==> src/rtl/bit_branch_pkg.sv <==
// Package for the carry bit unit and branch condition evaluator.
// Assumes a single core clock and synchronous active-low reset.
package bit_branch_pkg;

   // Width of the byte operand and of the bit position field.
   localparam int unsigned BYTE_W = 8;
   localparam int unsigned POS_W  = 3;

   // Carry bit operations, one-hot.
   typedef enum logic [10:0] {
      OP_NONE                        = 11'h001,
      OP_CARRY_AND_BIT               = 11'h002,
      OP_CARRY_AND_INVERTED_BIT      = 11'h004,
      OP_CARRY_OR_BIT                = 11'h008,
      OP_CARRY_OR_INVERTED_BIT       = 11'h010,
      OP_CARRY_XOR_BIT               = 11'h020,
      OP_CARRY_XOR_INVERTED_BIT      = 11'h040,
      OP_LOAD_BIT_TO_CARRY           = 11'h080,
      OP_LOAD_INVERTED_BIT_TO_CARRY  = 11'h100,
      OP_STORE_CARRY_TO_BIT          = 11'h200,
      OP_STORE_INVERTED_CARRY_TO_BIT = 11'h400
   } bit_op_t;

   // Branch conditions, plain binary encoding from the instruction field.
   typedef enum logic [3:0] {
      COND_JUMP_UNCONDITIONAL     = 4'h0,
      COND_JUMP_NEVER             = 4'h1,
      COND_JUMP_IF_ABOVE          = 4'h2,
      COND_JUMP_IF_BELOW_OR_SAME  = 4'h3,
      COND_JUMP_ON_CARRY_CLEAR    = 4'h4,
      COND_JUMP_ON_CARRY_SET      = 4'h5,
      COND_JUMP_IF_NOT_EQUAL      = 4'h6,
      COND_JUMP_IF_EQUAL          = 4'h7,
      COND_JUMP_ON_OVERFLOW_CLEAR = 4'h8
   } cond_t;

   // Reset values.
   localparam logic             CARRY_RST = 1'b0;
   localparam logic             FLAG_RST  = 1'b0;
   localparam logic             PULSE_RST = 1'b0;
   localparam logic [BYTE_W-1:0] BYTE_RST = 8'h00;
   localparam logic [31:0]       ADDR_RST = 32'h0000_0000;

   // Address step to the next sequential instruction.
   localparam logic [31:0] INSN_STEP = 32'h0000_0002;

endpackage : bit_branch_pkg

==> src/rtl/bit_carry_branch.sv <==
// Carry bit unit and conditional branch evaluator of the core datapath.
// Assumes operands and flags are stable and synchronous when the strobes rise.
// Functional notes
// - Carry-AND: carry becomes carry AND the selected bit.
// - Carry-OR: carry becomes carry OR the selected bit.
// - Carry-XOR: carry becomes carry XOR the selected bit.
// - Inverted carry-AND: carry becomes carry AND NOT selected bit.
// - Inverted carry-OR: carry becomes carry OR NOT selected bit.
// - Inverted carry-XOR: carry becomes carry XOR NOT selected bit.
// - Bit load: selected bit replaces the carry.
// - Inverted bit load: complement of selected bit replaces the carry.
// - Bit store: carry written into selected bit, other seven bits kept.
// - Inverted bit store: complement of carry written into selected bit.
// - Inverted variants take the bit position from a 3-bit immediate.
// - Branch goes to target only when condition true, else next instruction.
// - Above and below-or-same use carry and zero; carry clear and carry set use carry only.
// - Always, never, not-equal, equal and overflow-clear evaluate as named.
`timescale 1ns/1ps
`default_nettype none
module bit_carry_branch (
   // Clock and reset.
   input  wire logic                                 clk,
   input  wire logic                                 nrst,
   // Bit operation request.
   input  wire logic                                 bit_op_valid,
   input  wire bit_branch_pkg::bit_op_t              bit_op,
   input  wire logic [bit_branch_pkg::BYTE_W-1:0]    operand_byte,
   input  wire logic [bit_branch_pkg::POS_W-1:0]     imm_bit_pos,
   input  wire logic [bit_branch_pkg::POS_W-1:0]     reg_bit_pos,
   input  wire logic                                 pos_from_reg,
   // Condition flags in.
   input  wire logic                                 carry_in,
   input  wire logic                                 zero_in,
   input  wire logic                                 overflow_in,
   input  wire logic                                 negative_in,
   // Branch request.
   input  wire logic                                 branch_valid,
   input  wire bit_branch_pkg::cond_t                branch_cond,
   input  wire logic [31:0]                          branch_target,
   input  wire logic [31:0]                          insn_addr,
   // Flag results.
   output logic                                      carry_out,
   output logic                                      zero_out,
   output logic                                      overflow_out,
   output logic                                      negative_out,
   output logic                                      flags_valid,
   // Byte write-back.
   output logic [bit_branch_pkg::BYTE_W-1:0]         result_byte,
   output logic                                      result_byte_we,
   // Branch result.
   output logic                                      branch_taken,
   output logic [31:0]                               next_addr,
   output logic                                      branch_done
);

   // All state of the block.
   typedef struct packed {
      logic                              carry;
      logic                              zero;
      logic                              overflow;
      logic                              negative;
      logic                              flags_valid;
      logic [bit_branch_pkg::BYTE_W-1:0] byte_val;
      logic                              byte_we;
      logic                              taken;
      logic [31:0]                       addr;
      logic                              done;
   } state_t;

   state_t state_reg;
   state_t state_next;

   // Evaluates a branch condition from the flags.
   function automatic logic cond_true(bit_branch_pkg::cond_t cond, logic c, logic z, logic v);
      logic r;
      r = 1'b0;
      unique case (cond)
         bit_branch_pkg::COND_JUMP_UNCONDITIONAL:     r = 1'b1;
         bit_branch_pkg::COND_JUMP_NEVER:             r = 1'b0;
         bit_branch_pkg::COND_JUMP_IF_ABOVE:          r = ~(c | z);
         bit_branch_pkg::COND_JUMP_IF_BELOW_OR_SAME:  r = c | z;
         bit_branch_pkg::COND_JUMP_ON_CARRY_CLEAR:    r = ~c;
         bit_branch_pkg::COND_JUMP_ON_CARRY_SET:      r = c;
         bit_branch_pkg::COND_JUMP_IF_NOT_EQUAL:      r = ~z;
         bit_branch_pkg::COND_JUMP_IF_EQUAL:          r = z;
         bit_branch_pkg::COND_JUMP_ON_OVERFLOW_CLEAR: r = ~v;
         default:                                     r = 1'b0;
      endcase
      return r;
   endfunction : cond_true

   // True for the inverted forms, which may only name their bit by immediate.
   function automatic logic is_inverted_op(bit_branch_pkg::bit_op_t op);
      logic r;
      r = 1'b0;
      unique case (op)
         bit_branch_pkg::OP_CARRY_AND_INVERTED_BIT,
         bit_branch_pkg::OP_CARRY_OR_INVERTED_BIT,
         bit_branch_pkg::OP_CARRY_XOR_INVERTED_BIT,
         bit_branch_pkg::OP_LOAD_INVERTED_BIT_TO_CARRY,
         bit_branch_pkg::OP_STORE_INVERTED_CARRY_TO_BIT: r = 1'b1;
         default:                                        r = 1'b0;
      endcase
      return r;
   endfunction : is_inverted_op

   // True for the two store forms, the only ones that write the byte back.
   function automatic logic is_store_op(bit_branch_pkg::bit_op_t op);
      return (op == bit_branch_pkg::OP_STORE_CARRY_TO_BIT) ||
             (op == bit_branch_pkg::OP_STORE_INVERTED_CARRY_TO_BIT);
   endfunction : is_store_op

   // Picks the bit position; inverted forms ignore a position held in a register.
   function automatic logic [bit_branch_pkg::POS_W-1:0] bit_position(
      bit_branch_pkg::bit_op_t          op,
      logic                             from_reg,
      logic [bit_branch_pkg::POS_W-1:0] reg_pos,
      logic [bit_branch_pkg::POS_W-1:0] imm_pos);
      return (from_reg && !is_inverted_op(op)) ? reg_pos : imm_pos;
   endfunction : bit_position

   // New carry after a bit operation; store forms and idle codes keep the carry.
   function automatic logic carry_after(bit_branch_pkg::bit_op_t op, logic c, logic sel);
      logic r;
      r = c;
      unique case (op)
         bit_branch_pkg::OP_CARRY_AND_BIT:               r = c & sel;
         bit_branch_pkg::OP_CARRY_AND_INVERTED_BIT:      r = c & ~sel;
         bit_branch_pkg::OP_CARRY_OR_BIT:                r = c | sel;
         bit_branch_pkg::OP_CARRY_OR_INVERTED_BIT:       r = c | ~sel;
         bit_branch_pkg::OP_CARRY_XOR_BIT:               r = c ^ sel;
         bit_branch_pkg::OP_CARRY_XOR_INVERTED_BIT:      r = c ^ ~sel;
         bit_branch_pkg::OP_LOAD_BIT_TO_CARRY:           r = sel;
         bit_branch_pkg::OP_LOAD_INVERTED_BIT_TO_CARRY:  r = ~sel;
         default:                                        r = c;
      endcase
      return r;
   endfunction : carry_after

   // Byte after a bit operation: a store changes the selected bit and no other.
   function automatic logic [bit_branch_pkg::BYTE_W-1:0] byte_after(
      bit_branch_pkg::bit_op_t           op,
      logic [bit_branch_pkg::BYTE_W-1:0] b,
      logic [bit_branch_pkg::POS_W-1:0]  pos,
      logic                              c);
      logic [bit_branch_pkg::BYTE_W-1:0] r;
      r = b;
      if (op == bit_branch_pkg::OP_STORE_CARRY_TO_BIT) begin
         r[pos] = c;
      end else if (op == bit_branch_pkg::OP_STORE_INVERTED_CARRY_TO_BIT) begin
         r[pos] = ~c;
      end
      return r;
   endfunction : byte_after

   // Computes the next state from the requests.
   always_comb begin
      logic [bit_branch_pkg::POS_W-1:0]  pos;
      logic                              sel;
      logic                              c;
      pos    = '0;
      sel    = 1'b0;
      c      = carry_in;
      state_next          = state_reg;
      state_next.byte_we  = 1'b0;
      state_next.done     = 1'b0;
      state_next.flags_valid = 1'b0;
      // Inverted forms only accept an immediate bit position.
      pos = bit_position(bit_op, pos_from_reg, reg_bit_pos, imm_bit_pos);
      sel = operand_byte[pos];
      c   = carry_after(bit_op, carry_in, sel);
      if (bit_op_valid) begin
         // Only the carry may change; other flags pass through.
         state_next.carry       = c;
         state_next.zero        = zero_in;
         state_next.overflow    = overflow_in;
         state_next.negative    = negative_in;
         state_next.flags_valid = 1'b1;
         // Stores write the byte back; every other form returns the operand unchanged.
         state_next.byte_val    = byte_after(bit_op, operand_byte, pos, carry_in);
         state_next.byte_we     = is_store_op(bit_op);
      end else if (branch_valid) begin
         // Branch evaluation leaves every flag as it was.
         state_next.carry       = carry_in;
         state_next.zero        = zero_in;
         state_next.overflow    = overflow_in;
         state_next.negative    = negative_in;
      end
      // Branch selects target or the next sequential instruction.
      if (branch_valid) begin
         state_next.taken = cond_true(branch_cond, carry_in, zero_in, overflow_in);
         state_next.addr  = state_next.taken ? branch_target
                                             : insn_addr + bit_branch_pkg::INSN_STEP;
         state_next.done  = 1'b1;
      end
   end

   // Registers the state.
   always_ff @(posedge clk) begin
      if (!nrst) begin
         state_reg <= '{carry:       bit_branch_pkg::CARRY_RST,
                        zero:        bit_branch_pkg::FLAG_RST,
                        overflow:    bit_branch_pkg::FLAG_RST,
                        negative:    bit_branch_pkg::FLAG_RST,
                        flags_valid: bit_branch_pkg::PULSE_RST,
                        byte_val:    bit_branch_pkg::BYTE_RST,
                        byte_we:     bit_branch_pkg::PULSE_RST,
                        taken:       bit_branch_pkg::FLAG_RST,
                        addr:        bit_branch_pkg::ADDR_RST,
                        done:        bit_branch_pkg::PULSE_RST};
      end else begin
         state_reg <= state_next;
      end
   end

   // Outputs come straight from the state register.
   assign carry_out      = state_reg.carry;
   assign zero_out       = state_reg.zero;
   assign overflow_out   = state_reg.overflow;
   assign negative_out   = state_reg.negative;
   assign flags_valid    = state_reg.flags_valid;
   assign result_byte    = state_reg.byte_val;
   assign result_byte_we = state_reg.byte_we;
   assign branch_taken   = state_reg.taken;
   assign next_addr      = state_reg.addr;
   assign branch_done    = state_reg.done;

endmodule : bit_carry_branch
`default_nettype wire

==> config.mk <==
export PLATFORM = sky130hd
export DESIGN_NAME = bit_carry_branch
export DESIGN_NICKNAME = d
export VERILOG_FILES = /design/src/rtl/bit_branch_pkg.sv /design/src/rtl/bit_carry_branch.sv
export SDC_FILE = /design/constraint.sdc
export NUM_CORES = 1
export LEC_CHECK = 0
export ABC_AREA = 1
export BUFFER_PORTS_ARGS = -buffer_cell sky130_fd_sc_hd__buf_2
export CAP_MARGIN = 20
export CORE_MARGIN = 5
export CORE_UTILIZATION = 44
export DETAILED_ROUTE_END_ITERATION = 10
export PLACE_DENSITY = 0.77
export SLEW_MARGIN = 40
export SYNTH_ARGS = -nofsm -noshare
export SYNTH_HDL_FRONTEND = slang
export SYNTH_SLANG_ARGS = --single-unit
==> constraint.sdc <==
create_clock -name clk -period 2.14 [get_ports clk]
set_clock_uncertainty 0.05 [all_clocks]
set_input_delay 0.428 -clock clk [delete_from_list [all_inputs] [get_ports clk]]
set_output_delay 0.428 -clock clk [all_outputs]
set_load 0.03 [all_outputs]
# Word level (Yosys, flattened, before mapping)
# Cells that the tools add are included.
# classes
addsub,1
order_cmp,2
n_eq_ne,17
muxes,18
bitwise_logic,12
reduce_logical,8
# ops
op,n
"32-bit by 2-bit adder with 32-bit output, second input constant",1
32-bit 2-to-1 mux,1
8-bit bitwise mux,2
"4-bit by 3-bit == test with 1-bit output, second input constant",4
8-bit 2-to-1 mux,2
1-bit case mux with 8 select lines,2
"11-bit by 10-bit == test with 1-bit output, second input constant",1
"11-bit == test, second input constant",1
"11-bit by 2-bit == test with 1-bit output, second input constant",1
"11-bit by 3-bit == test with 1-bit output, second input constant",1
"11-bit by 4-bit == test with 1-bit output, second input constant",1
"11-bit by 5-bit == test with 1-bit output, second input constant",1
"11-bit by 6-bit == test with 1-bit output, second input constant",1
"11-bit by 7-bit == test with 1-bit output, second input constant",1
"11-bit by 8-bit == test with 1-bit output, second input constant",1
"11-bit by 9-bit == test with 1-bit output, second input constant",1
10-bit 2-to-1 mux,1
"4-bit by 2-bit == test with 1-bit output, second input constant",2
4-bit 2-to-1 mux,2
1-bit 2-to-1 mux,5
1-bit NOT,5
5-bit OR reduction,1
"4-bit == test, second input constant",1
4-bit zero test,1
other kinds (13),18
# totals
ff_bits,48
inputBits,102
out_inout_bits,48
wordCells,68

# Longest topological paths before layout
# Gate-level depths: netlist of the first run.
# logic_depth
ltp_word,14
depth_mapped,20

# Worst setup path after synthesis of the first run
# No wires, ideal clock.
# synth_path
kind,input -> register
from,in insn_addr[1]
to,reg state_reg (netlist bit next_addr[31])
setup_ns,0.132
t_arrival_ns,1.949
required_ns,1.958
path_slack_ns,0.008
path_stages,13
n_path_buf,0
path_cell_list,ha_1 -> nand2_1 -> nor2_2 -> nand3_2 -> nor2_2 -> nand3_2 -> nor2_4 -> nand2_2 -> or2_4 -> nor4_4 -> xor2_1 -> o21bai_1 -> a21oi_1
# synth_between
elab_chain_cells,2
# synth_lines
item,line,text
start: declaration,bit_carry_branch.sv:40,"input wire logic [31:0] insn_addr,"
32-bit by 2-bit adder with 32-bit output,bit_carry_branch.sv:193,: insn_addr + bit_branch_pkg::INSN_STEP;
32-bit 2-to-1 mux,bit_carry_branch.sv:192,state_next.addr = state_next.taken ? branch_target
end signal: assignment,bit_carry_branch.sv:201,"state_reg <= '{carry: bit_branch_pkg::CARRY_RST,"
end signal: assignment,bit_carry_branch.sv:212,state_reg <= state_next;
end: declaration,bit_carry_branch.sv:70,state_t state_reg;
# Every way passes these cells.
# A chain may end at the register's enable or synchronous reset.

# Worst setup path after layout of the first run
# layout_path
from,in bit_op[5]
to,reg state_reg (netlist bit carry_out)
# layout_between
elab_chain_cells,12
# layout_lines
item,line,text
start: declaration,bit_carry_branch.sv:26,"input wire bit_branch_pkg::bit_op_t bit_op,"
"11-bit == test, or another cell as far along",bit_carry_branch.sv:96,unique case (op)
5-bit OR reduction,bit_carry_branch.sv:96,
1-bit 2-to-1 mux,bit_carry_branch.sv:96,
1-bit zero test,bit_carry_branch.sv:119,return (from_reg && !is_inverted_op(op)) ? reg_pos : imm_pos;
1-bit logical AND,bit_carry_branch.sv:119,
3-bit 2-to-1 mux,bit_carry_branch.sv:119,
1-bit binary-select mux with 3-bit select,bit_carry_branch.sv:170,sel = operand_byte[pos];
1-bit 2-to-1 mux (not written as such),bit_carry_branch.sv:170,
1-bit NOT,-,
"1-bit bitwise XOR, or another cell as far along",bit_carry_branch.sv:132,bit_branch_pkg::OP_CARRY_XOR_INVERTED_BIT: r = c ^ ~sel;
1-bit case mux with 8 select lines *,bit_carry_branch.sv:126,unique case (op)
4-bit 2-to-1 mux *,bit_carry_branch.sv:172,if (bit_op_valid) begin
# Mark *: on every way between the ends. The rest lies on a longest branch, timed or not. The select of a mux whose other input is x is not followed.

==> results of run 1 <==
## cells by family (layout without fill, tap and decap cells)
group | Yosys count | in the layout | share of synthesized area, %
simple gates | 224 | 224 | 33.74
fa+ha+maj | 1 | 1 | 0.3604
xor+xnor | 22 | 22 | 5.551
compound gates | 151 | 151 | 24.73
flops | 48 | 48 | 27.69
buf+inv | 70 | 259 | 7.931
## cells in the final DEF, fill, tap and decap left out, types with 2 or more instances in the layout
cell type / netlist / routed
nand2_4: 4 / 5
dfxtp_1: 48 / 48
clkinv_1: 2 / 2
nand2_2: 11 / 11
o311ai_0: 3 / 3
nor2_1: 38 / 36
nand3_2: 4 / 4
buf_4: 0 / 50
inv_2: 7 / 7
nor2_4: 7 / 8
inv_1: 42 / 42
buf_2: 4 / 148
nand4_1: 8 / 8
clkbuf_8: 0 / 5
nand3_1: 26 / 26
nor3_2: 3 / 3
o21ai_0: 61 / 61
nand2_1: 99 / 98
xor2_1: 12 / 12
xnor2_1: 10 / 10
nor3_1: 5 / 5
o211ai_1: 6 / 6
o21bai_1: 13 / 13
a21oi_1: 51 / 51
nor2_2: 8 / 9
a31oi_1: 6 / 6
a41oi_1: 5 / 4
a21oi_2: 2 / 2
buf_12: 0 / 3
## worst min-delay path by stage
stage	startpoint	to	slack [ps]	cells past startpoint
after floorplan	nrst	result_byte[2]	520	2
after global placement	next_addr[7]	next_addr[7]	400	2
after detailed placement	next_addr[6]	next_addr[6]	400	2
after CTS	zero_in	zero_out	330	3
after global routing	zero_in	zero_out	330	3
final	zero_in	zero_out	340	3
## power by group through the flow
stage          clock network (mW)  logic (mW)  registers [mW]
2_1_floorplan                   0       0.314            1.14
3_3_place_gp                    0       0.739            1.01
3_5_place_dp                    0       0.753            1.01
4_1_cts                     0.541       0.756           0.990
5_1_grt                     0.575       0.836           0.999
6_report                    0.522       0.766           0.991
## cell type report
cell class / count / area, um2 / area share (%)
clock inverter: 2 / 12.51 / 0.2601
inverter: 51 / 191.4 / 3.980
clock buffer: 5 / 68.82 / 1.431
sequential: 48 / 960.9 / 19.98
tap: 102 / 127.6 / 2.653
multi-input combinational: 398 / 2272 / 47.24
timing repair buffer: 201 / 1176 / 24.45
## routing by layer
layer,track usage [%],share of wire [%],vias up
met5,0,0,-
met4,6.303,2.5,0
met3,3.609,8.8,23
met2,37.14,48,185
met1,27.29,41,1918
li1,-,-,2113
## worst register-to-register path, stage by stage, from the launching register on
cell	delay, ps
dfxtp_1	340
o21ai_0	210
a41oi_2	50
## per-stage QoR
step,TNS [ps],std cells
after floorplan,0,516
after global placement,-1661,796
after detailed placement,-3136,796
after CTS,0,803
after global routing,-134.0,807
final,0,807
## timing repair
item | 4_1_cts | 5_1_grt
setup buffers | 0 | 4
setup endpoints to repair | 0 | 12
resized for setup | 0 | 9
hold buffers | 0 | 0
==> impl_results.md, run 1 <==
* Post-place instance area at 4646 um2
* Fin crit period at 2002 ps
* Switching power share of the total at 35.64%
* Area leader, netlist: dfxtp_1
* Ys flop type: dfxtp_1
* Die height at 98.82 um
* Vias per std cell at 5.253
* Worst Setup SP: bit_op[5]
* #FFs+latches synth at 48
* Buf/Inv on CP at 2
* Crit start category: input port
* Average size of a mapped cell at 6.726 um2
* Count leader, synth: nand2_1
* Post-synth top area share at between 20 and 30%
* Max reg flops at 32
* Remaining Overflow, GRT at 0
* Largest net degree at the start of global routing at 34
* Status: completed
* # port buffers at 149
* Total power at 2.279 mW
* Internal at ~1.5 mW
* Worst-Margin Slew at 367.2 ps
* Distinct cells, synth at between 40 and 50
* RePlAce Congestion at between 0.9 and 1
* Slowest stage delay, CP at 190 ps
* Area Growth Syn to Fin at 38.57%
* Top post-synthesis cells by count: 99 x nand2_1, 61 x o21ai_0, 51 x a21oi_1
* Ratio of final minimum period to clock period at around 94%
* FF-to-FF setup slack at between 1000 and 1500 ps
* Drt initial violations at 211
* Pleak at 2.374 nW
* Critical-path cell list: buf_2 -> nor2_2 -> nand2_2 -> nor2_4 -> buf_12 -> nand2_4 -> nand2_2 -> nor2_4 -> nand3_1 -> nand2_1 -> nor2_2 -> nand3_2 -> nand2_2 -> nor2_4 -> nand2_1 -> nand2_1 -> nor2_1 -> nand2_1 -> nand2_1 -> a21oi_2
* Final ANT Viol Nets at 0
* Fin Hold WS at around 340 ps
* Synth area leaders: dfxtp_1 28%, nand2_1 11%, o21ai_0 8.8%, a21oi_1 7.4%, inv_1 4.5%
* Clock transition at the registers of the reported paths at ~80 ps
* Comb pwr share at 33.6%
* Most Frequent Cell on Critical Path: nand2_1
* Crit path required time at around 2300 ps
* Final Util at ~63%
* Nets at between 800 and 900
* Core footprint at 7687 um2
* Seq pwr share at 43.5%
* Die area at 9764 um2
* Synth Instances at 516
* Worst Setup End Kind: flop
* Ys async rst share at 0%
* Syn Std Cell Area at 3471 um2
* Post-route DRC violation count at 0
* Diode count at 0
* Starting Density at 45.15%
* NetSw at 0.8123 mW
* DIE WIDTH at 98.82 um
* GRT Total Usage at 21.46%
* Final Instance Area at 4810 um2
* Detailed placement HPWL at 8.818 mm
* Site Rows at 32
* Slowest library cell on the worst path: nor2_2
* Sequential fraction of the synthesis area at 27.69%
* Final WL at 11.08 mm
* Post-route setup slack at between 100 and 150 ps
* Synthesized Nets at ~620
* Vias in the first global route at 3,908
* Reg2Reg Depth at 2
* Final setup fails at 0
* Top-level port count at 150
* Worst min path class: in -> reg
* Max cap viols at 0
* Worst r2r src: result_byte[2]
* Clk sink count at 48
* Post-synth EDFFs at 0
* CTS buffer count at 5
* DRT Pass-1 Iters at 4
* Max Buffers Root-to-Sink at 2
* Worst path depth at 20
* Wire per inst at 13.73 um
* Max-slew violations at 0
* Max VDD drop at between 0.2 and 0.25 mV
* First-pass GRT wire length at 17.71 mm
* RSZ-0062 raised after global routing: yes
* Worst path top cell family by delay: simple AND/OR/NAND/NOR gates
* DP Worst Slack at -262.8 ps
* Fmax at approximately 500 MHz
* Via count at 4,239
* CTS tree: built
* Slew headroom at 75.37%
* Clock share of power at a little under a quarter
* Worst setup path end: carry_out
* Initial antenna violation count at 0
* Clk Latency, worst-skew pair at 290 ps
* Layout cell share with drive strength beyond 1 at about 38%
* Warnings, synthesis at 0
* CP max FO at 5
* Worst flop-to-flop path endpoint: result_byte[2]
* Critical path class: in -> reg
* Crit path DAT at between 2000 and 2500 ps
* Clk root buf: clkbuf_8
* Power density cells at 473.8 nW/um2
* Max H-tree Level at 2
* Fillcell total at just over 700
* Fin. Hold Viols at 0
No activity file was read; power rests on OpenSTA's default activity.
==> run 2: changes to the inputs <==
--- a/config.mk
+++ b/config.mk
@@ -9,3 +9,3 @@
 export BUFFER_PORTS_ARGS = -buffer_cell sky130_fd_sc_hd__buf_2
-export CAP_MARGIN = 20
+export CAP_MARGIN = 40
 export CORE_MARGIN = 5
@@ -14,2 +14,3 @@
 export PLACE_DENSITY = 0.77
+export SETUP_SLACK_MARGIN = 0.4
 export SLEW_MARGIN = 40
==> constraint.sdc (replaced) <==
create_clock -name clk -period 2.14 [get_ports clk]
set_clock_uncertainty 0.05 [all_clocks]
set_input_delay 0 -clock clk [delete_from_list [all_inputs] [get_ports clk]]
set_output_delay 0 -clock clk [all_outputs]
set_load 0.03 [all_outputs]
==> run 2 against run 1 <==
Effect of this change:
- wire length up 8.8%
- sequential share of layout area down 0.43 points
- cell count down 0.74%
- register-to-register slack about the same
- power up 3.5%
- first-iteration DRC count up 21%
- critical path depth down 7
==> impl_results.md, run 2 (synthesized netlist as in run 1, its figures left out) <==
* Status: completed
* Fmax at 585.4 MHz
* Commonest non-fill, non-tap cell in the layout: buf_2
* Initial antenna violation count at 0
* Slowest stage delay, CP at between 200 and 300 ps
* Final Instance Area at 4915 um2
* Clk sink count at 48
* Detailed placement HPWL at 8.633 mm
* Crit path DAT at around 1900 ps
* CTS tree: built
* Comb pwr share at ~34%
* Max reg flops at 32
* Fin crit period at roughly 1700 ps
* Multi-input combinational cell area at between 2000 and 2500 um2
* CP max FO at 3
* Largest net degree at the start of global routing at 47
* Max H-tree Level at 2
* Worst-Margin Slew at about 640 ps
* Power density cells at 480.2 nW/um2
* Clock transition at the registers of the reported paths at 90 ps
* GRT Total Usage at between 20 and 25%
* Wire per inst at about 15 um
* Diode count at 0
* Fillcell total at 698
* DRT Pass-1 Iters at 5
* Reg2Reg Depth at 2
* # port buffers at between 100 and 150
* Layout cell share with drive strength beyond 1 at around 34%
* Die area at between 9000 and 10,000 um2
* Vias in the first global route at 4,164
* Hold Path Cell Cnt at 3
* Site Rows at 32
* Worst Setup End Kind: flop
* Most frequent cells in the layout: 147 x buf_2, 95 x nand2_1, 61 x o21ai_0
* Min-delay src: bit_op_valid
* Clk root buf: clkbuf_8
* Fin. Hold Viols at 0
* Slew headroom at 57.34%
* Critical-path cell list: buf_2 -> nand3_2 -> nor3_4 -> nand2_2 -> nor3_4 -> nand2_2 -> nor2_4 -> nand2_2 -> nor2_4 -> xor2_1 -> o21ai_1 -> o21bai_1 -> a21oi_1
* Clock share of power at 24.2%
* Drt initial violations at 256
* Worst min path class: in -> reg
* Crit path required time at 2320 ps
* Seq pwr share at 42.0%
* DIE WIDTH at a little under 100 um
* Post-route DRC violation count at 0
* Crit start category: input port
* RePlAce Congestion at 0.8930
* Starting Density at 45.15%
* Remaining Overflow, GRT at 0
* Hold endpoint: flags_valid
* Core footprint at 7687 um2
* Ratio of final minimum period to clock period at 79.83%
* Slowest library cell on the worst path: nor3_4
* Vias per std cell at approximately 5.4
* Register Area at between 900 and 1000 um2
* Area Growth Syn to Fin at 41.60%
* Worst flop-to-flop path endpoint: result_byte[4]
* CTS buffer count at 5
* Final setup fails at 0
* RSZ-0062 raised after global routing: yes
* First-pass GRT wire length at 18.67 mm
* Via count at 4,330
* Max-slew violations at 0
* Switching power share of the total at 35.72%
* Max cap viols at 0
* Internal at 1.517 mW
* Nets at 801
* Clk Latency, worst-skew pair at 290 ps
* Worst r2r src: result_byte[4]
* Final ANT Viol Nets at 0
* Top-level port count at 150
* Critical path class: in -> reg
* Pleak at 2.349 nW
* Setup TNS at 0 ps
* Max VDD drop at 0.2439 mV
* Most Frequent Cell on Critical Path: nand2_2
* Final WL at 12.05 mm
* Max Buffers Root-to-Sink at 2
* NetSw at 0.8428 mW
* FF-to-FF setup slack at 1370 ps
* Post-place instance area at 4318 um2
* Die height at slightly below 100 um
[run 2: changes by cell type in the layout (fill, tap and decap cells not counted), sizes merged]
cell	previous run	this run
buf	201	165
dlygate4sd3	0	29
clkbuf	5	7
clkinv	3	1
clkinvlp	1	2
[run 2: stage by stage]
stage	power, mW	util, %	setup WS (ps)	hold WS [ps]	cells
finish	2.360	63.93	431.6	30.22	801
floorplan	1.452	-	436.2	92.31	516
global placement	1.708	56.17	193.5	203.7	754
detailed placement	1.722	56.17	107.4	211.3	754
CTS	2.333	61.17	440.5	5.049	791
global route	2.500	63.93	280.9	28.40	801
[run 2: routing by layer]
metal	GRT usage, %	wire length [um]	up-vias
met2	39.88	5740	255
met5	0	0	-
met3	4.176	1112	52
li1	-	-	2107
met1	27.36	4745	1916
met4	8.718	453	0
[run 2: cell type report]
class                   instances  area share, %
clock inverters                 1         0.1527
repair buffers                194          23.96
clock buffers                   7          1.757
multi-input cells             398          48.01
inverters                      51          3.971
flip-flops and latches         48          19.55
well taps                     102          2.597
[run 2: power groups by stage]
stage / Clock, mW / Combinational, mW / Sequential, mW
6_report: 0.570 / 0.799 / 0.991
5_1_grt: 0.638 / 0.864 / 0.999
4_1_cts: 0.587 / 0.756 / 0.990
3_5_place_dp: 0 / 0.712 / 1.01
3_3_place_gp: 0 / 0.700 / 1.01
2_1_floorplan: 0 / 0.314 / 1.14
[run 2: worst max path at each step]
stage,to,slack [ps],start,depth (start not counted)
floorplan,next_addr[31],440,insn_addr[1],13
global placement,next_addr[29],190,insn_addr[1],14
detailed placement,next_addr[29],110,insn_addr[1],14
CTS,next_addr[29],440,insn_addr[1],14
global route,next_addr[24],280,insn_addr[3],13
finish,next_addr[24],430,insn_addr[3],13
[run 2: critical path: cells and delay by family]
kind                   cells  cell delay [ps]
XOR/XNOR                   1              150
AND/OR/NAND/NOR            8             1220
buffers and inverters      1              140
AO/OA/AOI/OAI              3              360
[run 2: timing repair]
item	in CTS	in global routing
endpoints found under the hold margin	28	0
hold buffers	29	0
setup endpoints to repair	0	15
buffers inserted	0	10
gates resized for setup	0	31
==> run 3: changes to the inputs <==
Settings changed: ABC_AREA 1 to 0, CORE_UTILIZATION 44 to 48, PLACE_DENSITY 0.77 to 0.8.
Clock period 2.14 ns to 1.8 ns, I/O delays scaled along.
==> run 3 against run 2 <==
Effect of this change:
- design area increased by 3.2%
- largest cell class unchanged
- highest routed layer unchanged
- global-route usage increased by 2.7 points
- area after synthesis decreased by 3.0%
- combinational power increased by 30%
- cell count decreased by 8.2%
- critical path type unchanged
- clock power increased by 41%
- sequential cell count unchanged
- register-to-register slack got worse by 580 ps
- setup slack got worse by 180 ps
==> impl_results.md, run 3 <==
* Status: completed
* Clk Latency, worst-skew pair at 300 ps
* Via count at 4,036
* #FFs+latches synth at between 40 and 50
* Max reg flops at 32
* RePlAce Congestion at 0.9460
* Slew headroom at 65.35%
* Register Area at 960.9 um2
* Core footprint at 6794 um2
* Post-route DRC violation count at 0
* Worst-Margin Slew at 519.1 ps
* Distinct cells, synth at 51
* Pleak at 2.264 nW
* Post-placement cell count at 680
* Max Buffers Root-to-Sink at 2
* Final setup fails at 0
* Ratio of final minimum period to clock period at 86.11%
* Layout cell share with drive strength beyond 1 at 37.56%
* Multi-input combinational cell area at 2357 um2
* Power density cells at about 600 nW/um2
* Wire per inst at 15.80 um
* Fin crit period at 1550 ps
* First-pass GRT wire length at about 18 mm
* Crit path required time at a little under 2000 ps
* Clock transition at the registers of the reported paths at about 100 ps
* GRT Total Usage at 25.44%
* Buf/Inv on CP at 2
* Fin. Hold Viols at 0
* Vias in the first global route at 3,949
* CTS tree: built
* RSZ-0062 raised after global routing: yes
* Setup TNS at 0 ps
* Slowest library cell on the worst path: mux2_4
* Post-place instance area at 4378 um2
* Max VDD drop at 0.3263 mV
* Fillcell total at around 510
* Synth area leaders: dfxtp_1 29%, nand2_1 6.7%, xor2_1 6.0%, nand3_1 4.9%, o211ai_1 4.2%
* Synthesized Nets at roughly 540
* Total power at 3.035 mW
* DR top layer: met4
* Final Util at 74.66%
* Synth Instances at 434
* Post-synth top area share at 28.54%
* Area leader, netlist: dfxtp_1
* Site Rows at 30
* Remaining Overflow, GRT at 0
* Top post-synthesis cells by count: 60 x nand2_1, 48 x dfxtp_1, 35 x nor2_1
* Detailed placement HPWL at around 8.5 mm
* Worst path top cell family by delay: simple AND/OR/NAND/NOR gates
* Critical-path cell list: buf_8 -> nor4_4 -> buf_4 -> nand4_4 -> and4_4 -> mux2_4 -> a21oi_2 -> a41o_1 -> a31oi_1
* DIE WIDTH at between 90 and 100 um
* Fmax at between 600 and 700 MHz
* Worst min path class: in -> reg
* Average size of a mapped cell at 7.758 um2
* Top-level port count at 150
* Ys flop type: dfxtp_1
* Worst Setup End Kind: flop
* Crit path DAT at 1680 ps
* Starting Density at 49.56%
* Non-filler cells, final at 735
* Largest net degree at the start of global routing at 31
* Initial antenna violation count at 0
* Diode count at 0
* Wire length on met1 at 4.522 mm
* Final WL at 11.62 mm
* Ys async rst share at 0%
* Commonest non-fill, non-tap cell in the layout: buf_2
* Final Instance Area at 5072 um2
* Vias per std cell at 5.491
* DR WL met2 at 5.910 mm
* Nets at 741
* Clk root buf: clkbuf_8
* Max H-tree Level at 2
* Slowest stage delay, CP at 350 ps
* Count leader, synth: nand2_1
* Syn Std Cell Area at 3367 um2
* DP Worst Slack at -74.28 ps
* Drt initial violations at 175
* CP max FO at 6
* Clk sink count at 48
* Area Growth Syn to Fin at 50.65%
* Post-synth EDFFs at 0
* CTS buffer count at 5
* DRT Pass-1 Iters at 4
* Final ANT Viol Nets at 0
* DR WL met3 at 944 um
* Most frequent cells in the layout: 142 x buf_2, 59 x nand2_1, 48 x dfxtp_1
* Max cap viols at 0
* Die area at 8789 um2
* # port buffers at approximately 150
* Die height at 93.75 um
* Crit start category: input port
* Critical path class: in -> reg
* Fin Hold WS at 1.419 ps
* Warnings, synthesis at 0
* Post-route setup slack at 250.1 ps
* Sequential fraction of the synthesis area at roughly 29%
* Max-slew violations at 0
-- run 3: cell types whose count changed in the layout (fill, tap and decap cells not counted), sizes merged, moves of 14 or more --
| cell | change |
|---|---|
| inv | -39 |
| buf | +23 |
| nor2 | -19 |
| a21oi | -35 |
| o211ai | +14 |
| nand2 | -54 |
| o21ai | -38 |
-- run 3: repair_timing --
| item | in CTS | in global routing |
|---|---|---|
| endpoints found under the setup margin | 14 | 16 |
| setup buffers | 4 | 5 |
| hold endpoints to repair | 34 | 0 |
| hold buffers | 37 | 0 |
| pin swaps | 10 | 20 |
| cloned | 1 | 0 |
| gates resized for setup | 13 | 24 |
-- run 3: power by group --
group          total, mW  switching (mW)  internal, mW
Clock              0.806           0.387         0.419
Combinational       1.04           0.598         0.444
Sequential          1.19          0.0423          1.14
-- run 3: worst reg2reg max path: cells and delay by family, from the launching register on --
| family | cells | cell delay (ps) |
|---|---|---|
| compound gates | 1 | 130 |
| simple gates | 2 | 390 |
| flops | 1 | 330 |
-- run 3: cells by family after synthesis --
group                    after synthesis  share of synthesized area [%]
AO/OA/AOI/OAI                        106                          20.77
XOR/XNOR                              36                          9.364
adder cells (fa/ha/maj)                1                         0.3715
buffers and inverters                 38                          5.165
flip-flops                            48                          28.54
multiplexers                          18                          7.581
AND/OR/NAND/NOR                      187                          28.21
-- run 3: layout make-up --
cell class,instances,share of cell area (%)
clock buffer,5,1.357
clock inverter,3,0.9127
inverter,9,0.6660
multi-input combinational,349,46.47
sequential,48,18.94
tap,96,2.368
timing repair buffer,225,29.28
-- run 3: metal layers --
layer,GRT usage (%),vias up
met3,5.449,18
met1,28.89,1865
met2,47.25,182
li1,-,1971
met4,7.341,0
met5,0,-
-- run 3: worst paths after layout --
kind | cells after the start | slack (ps) | to | start
max | 9 | 250 | result_byte[7] | bit_op[3]
min | 3 | 1 | next_addr[26] | branch_target[26]
max reg2reg | 3 | 790 | carry_out | carry_out
min reg2reg | 2 | 420 | overflow_out | overflow_out
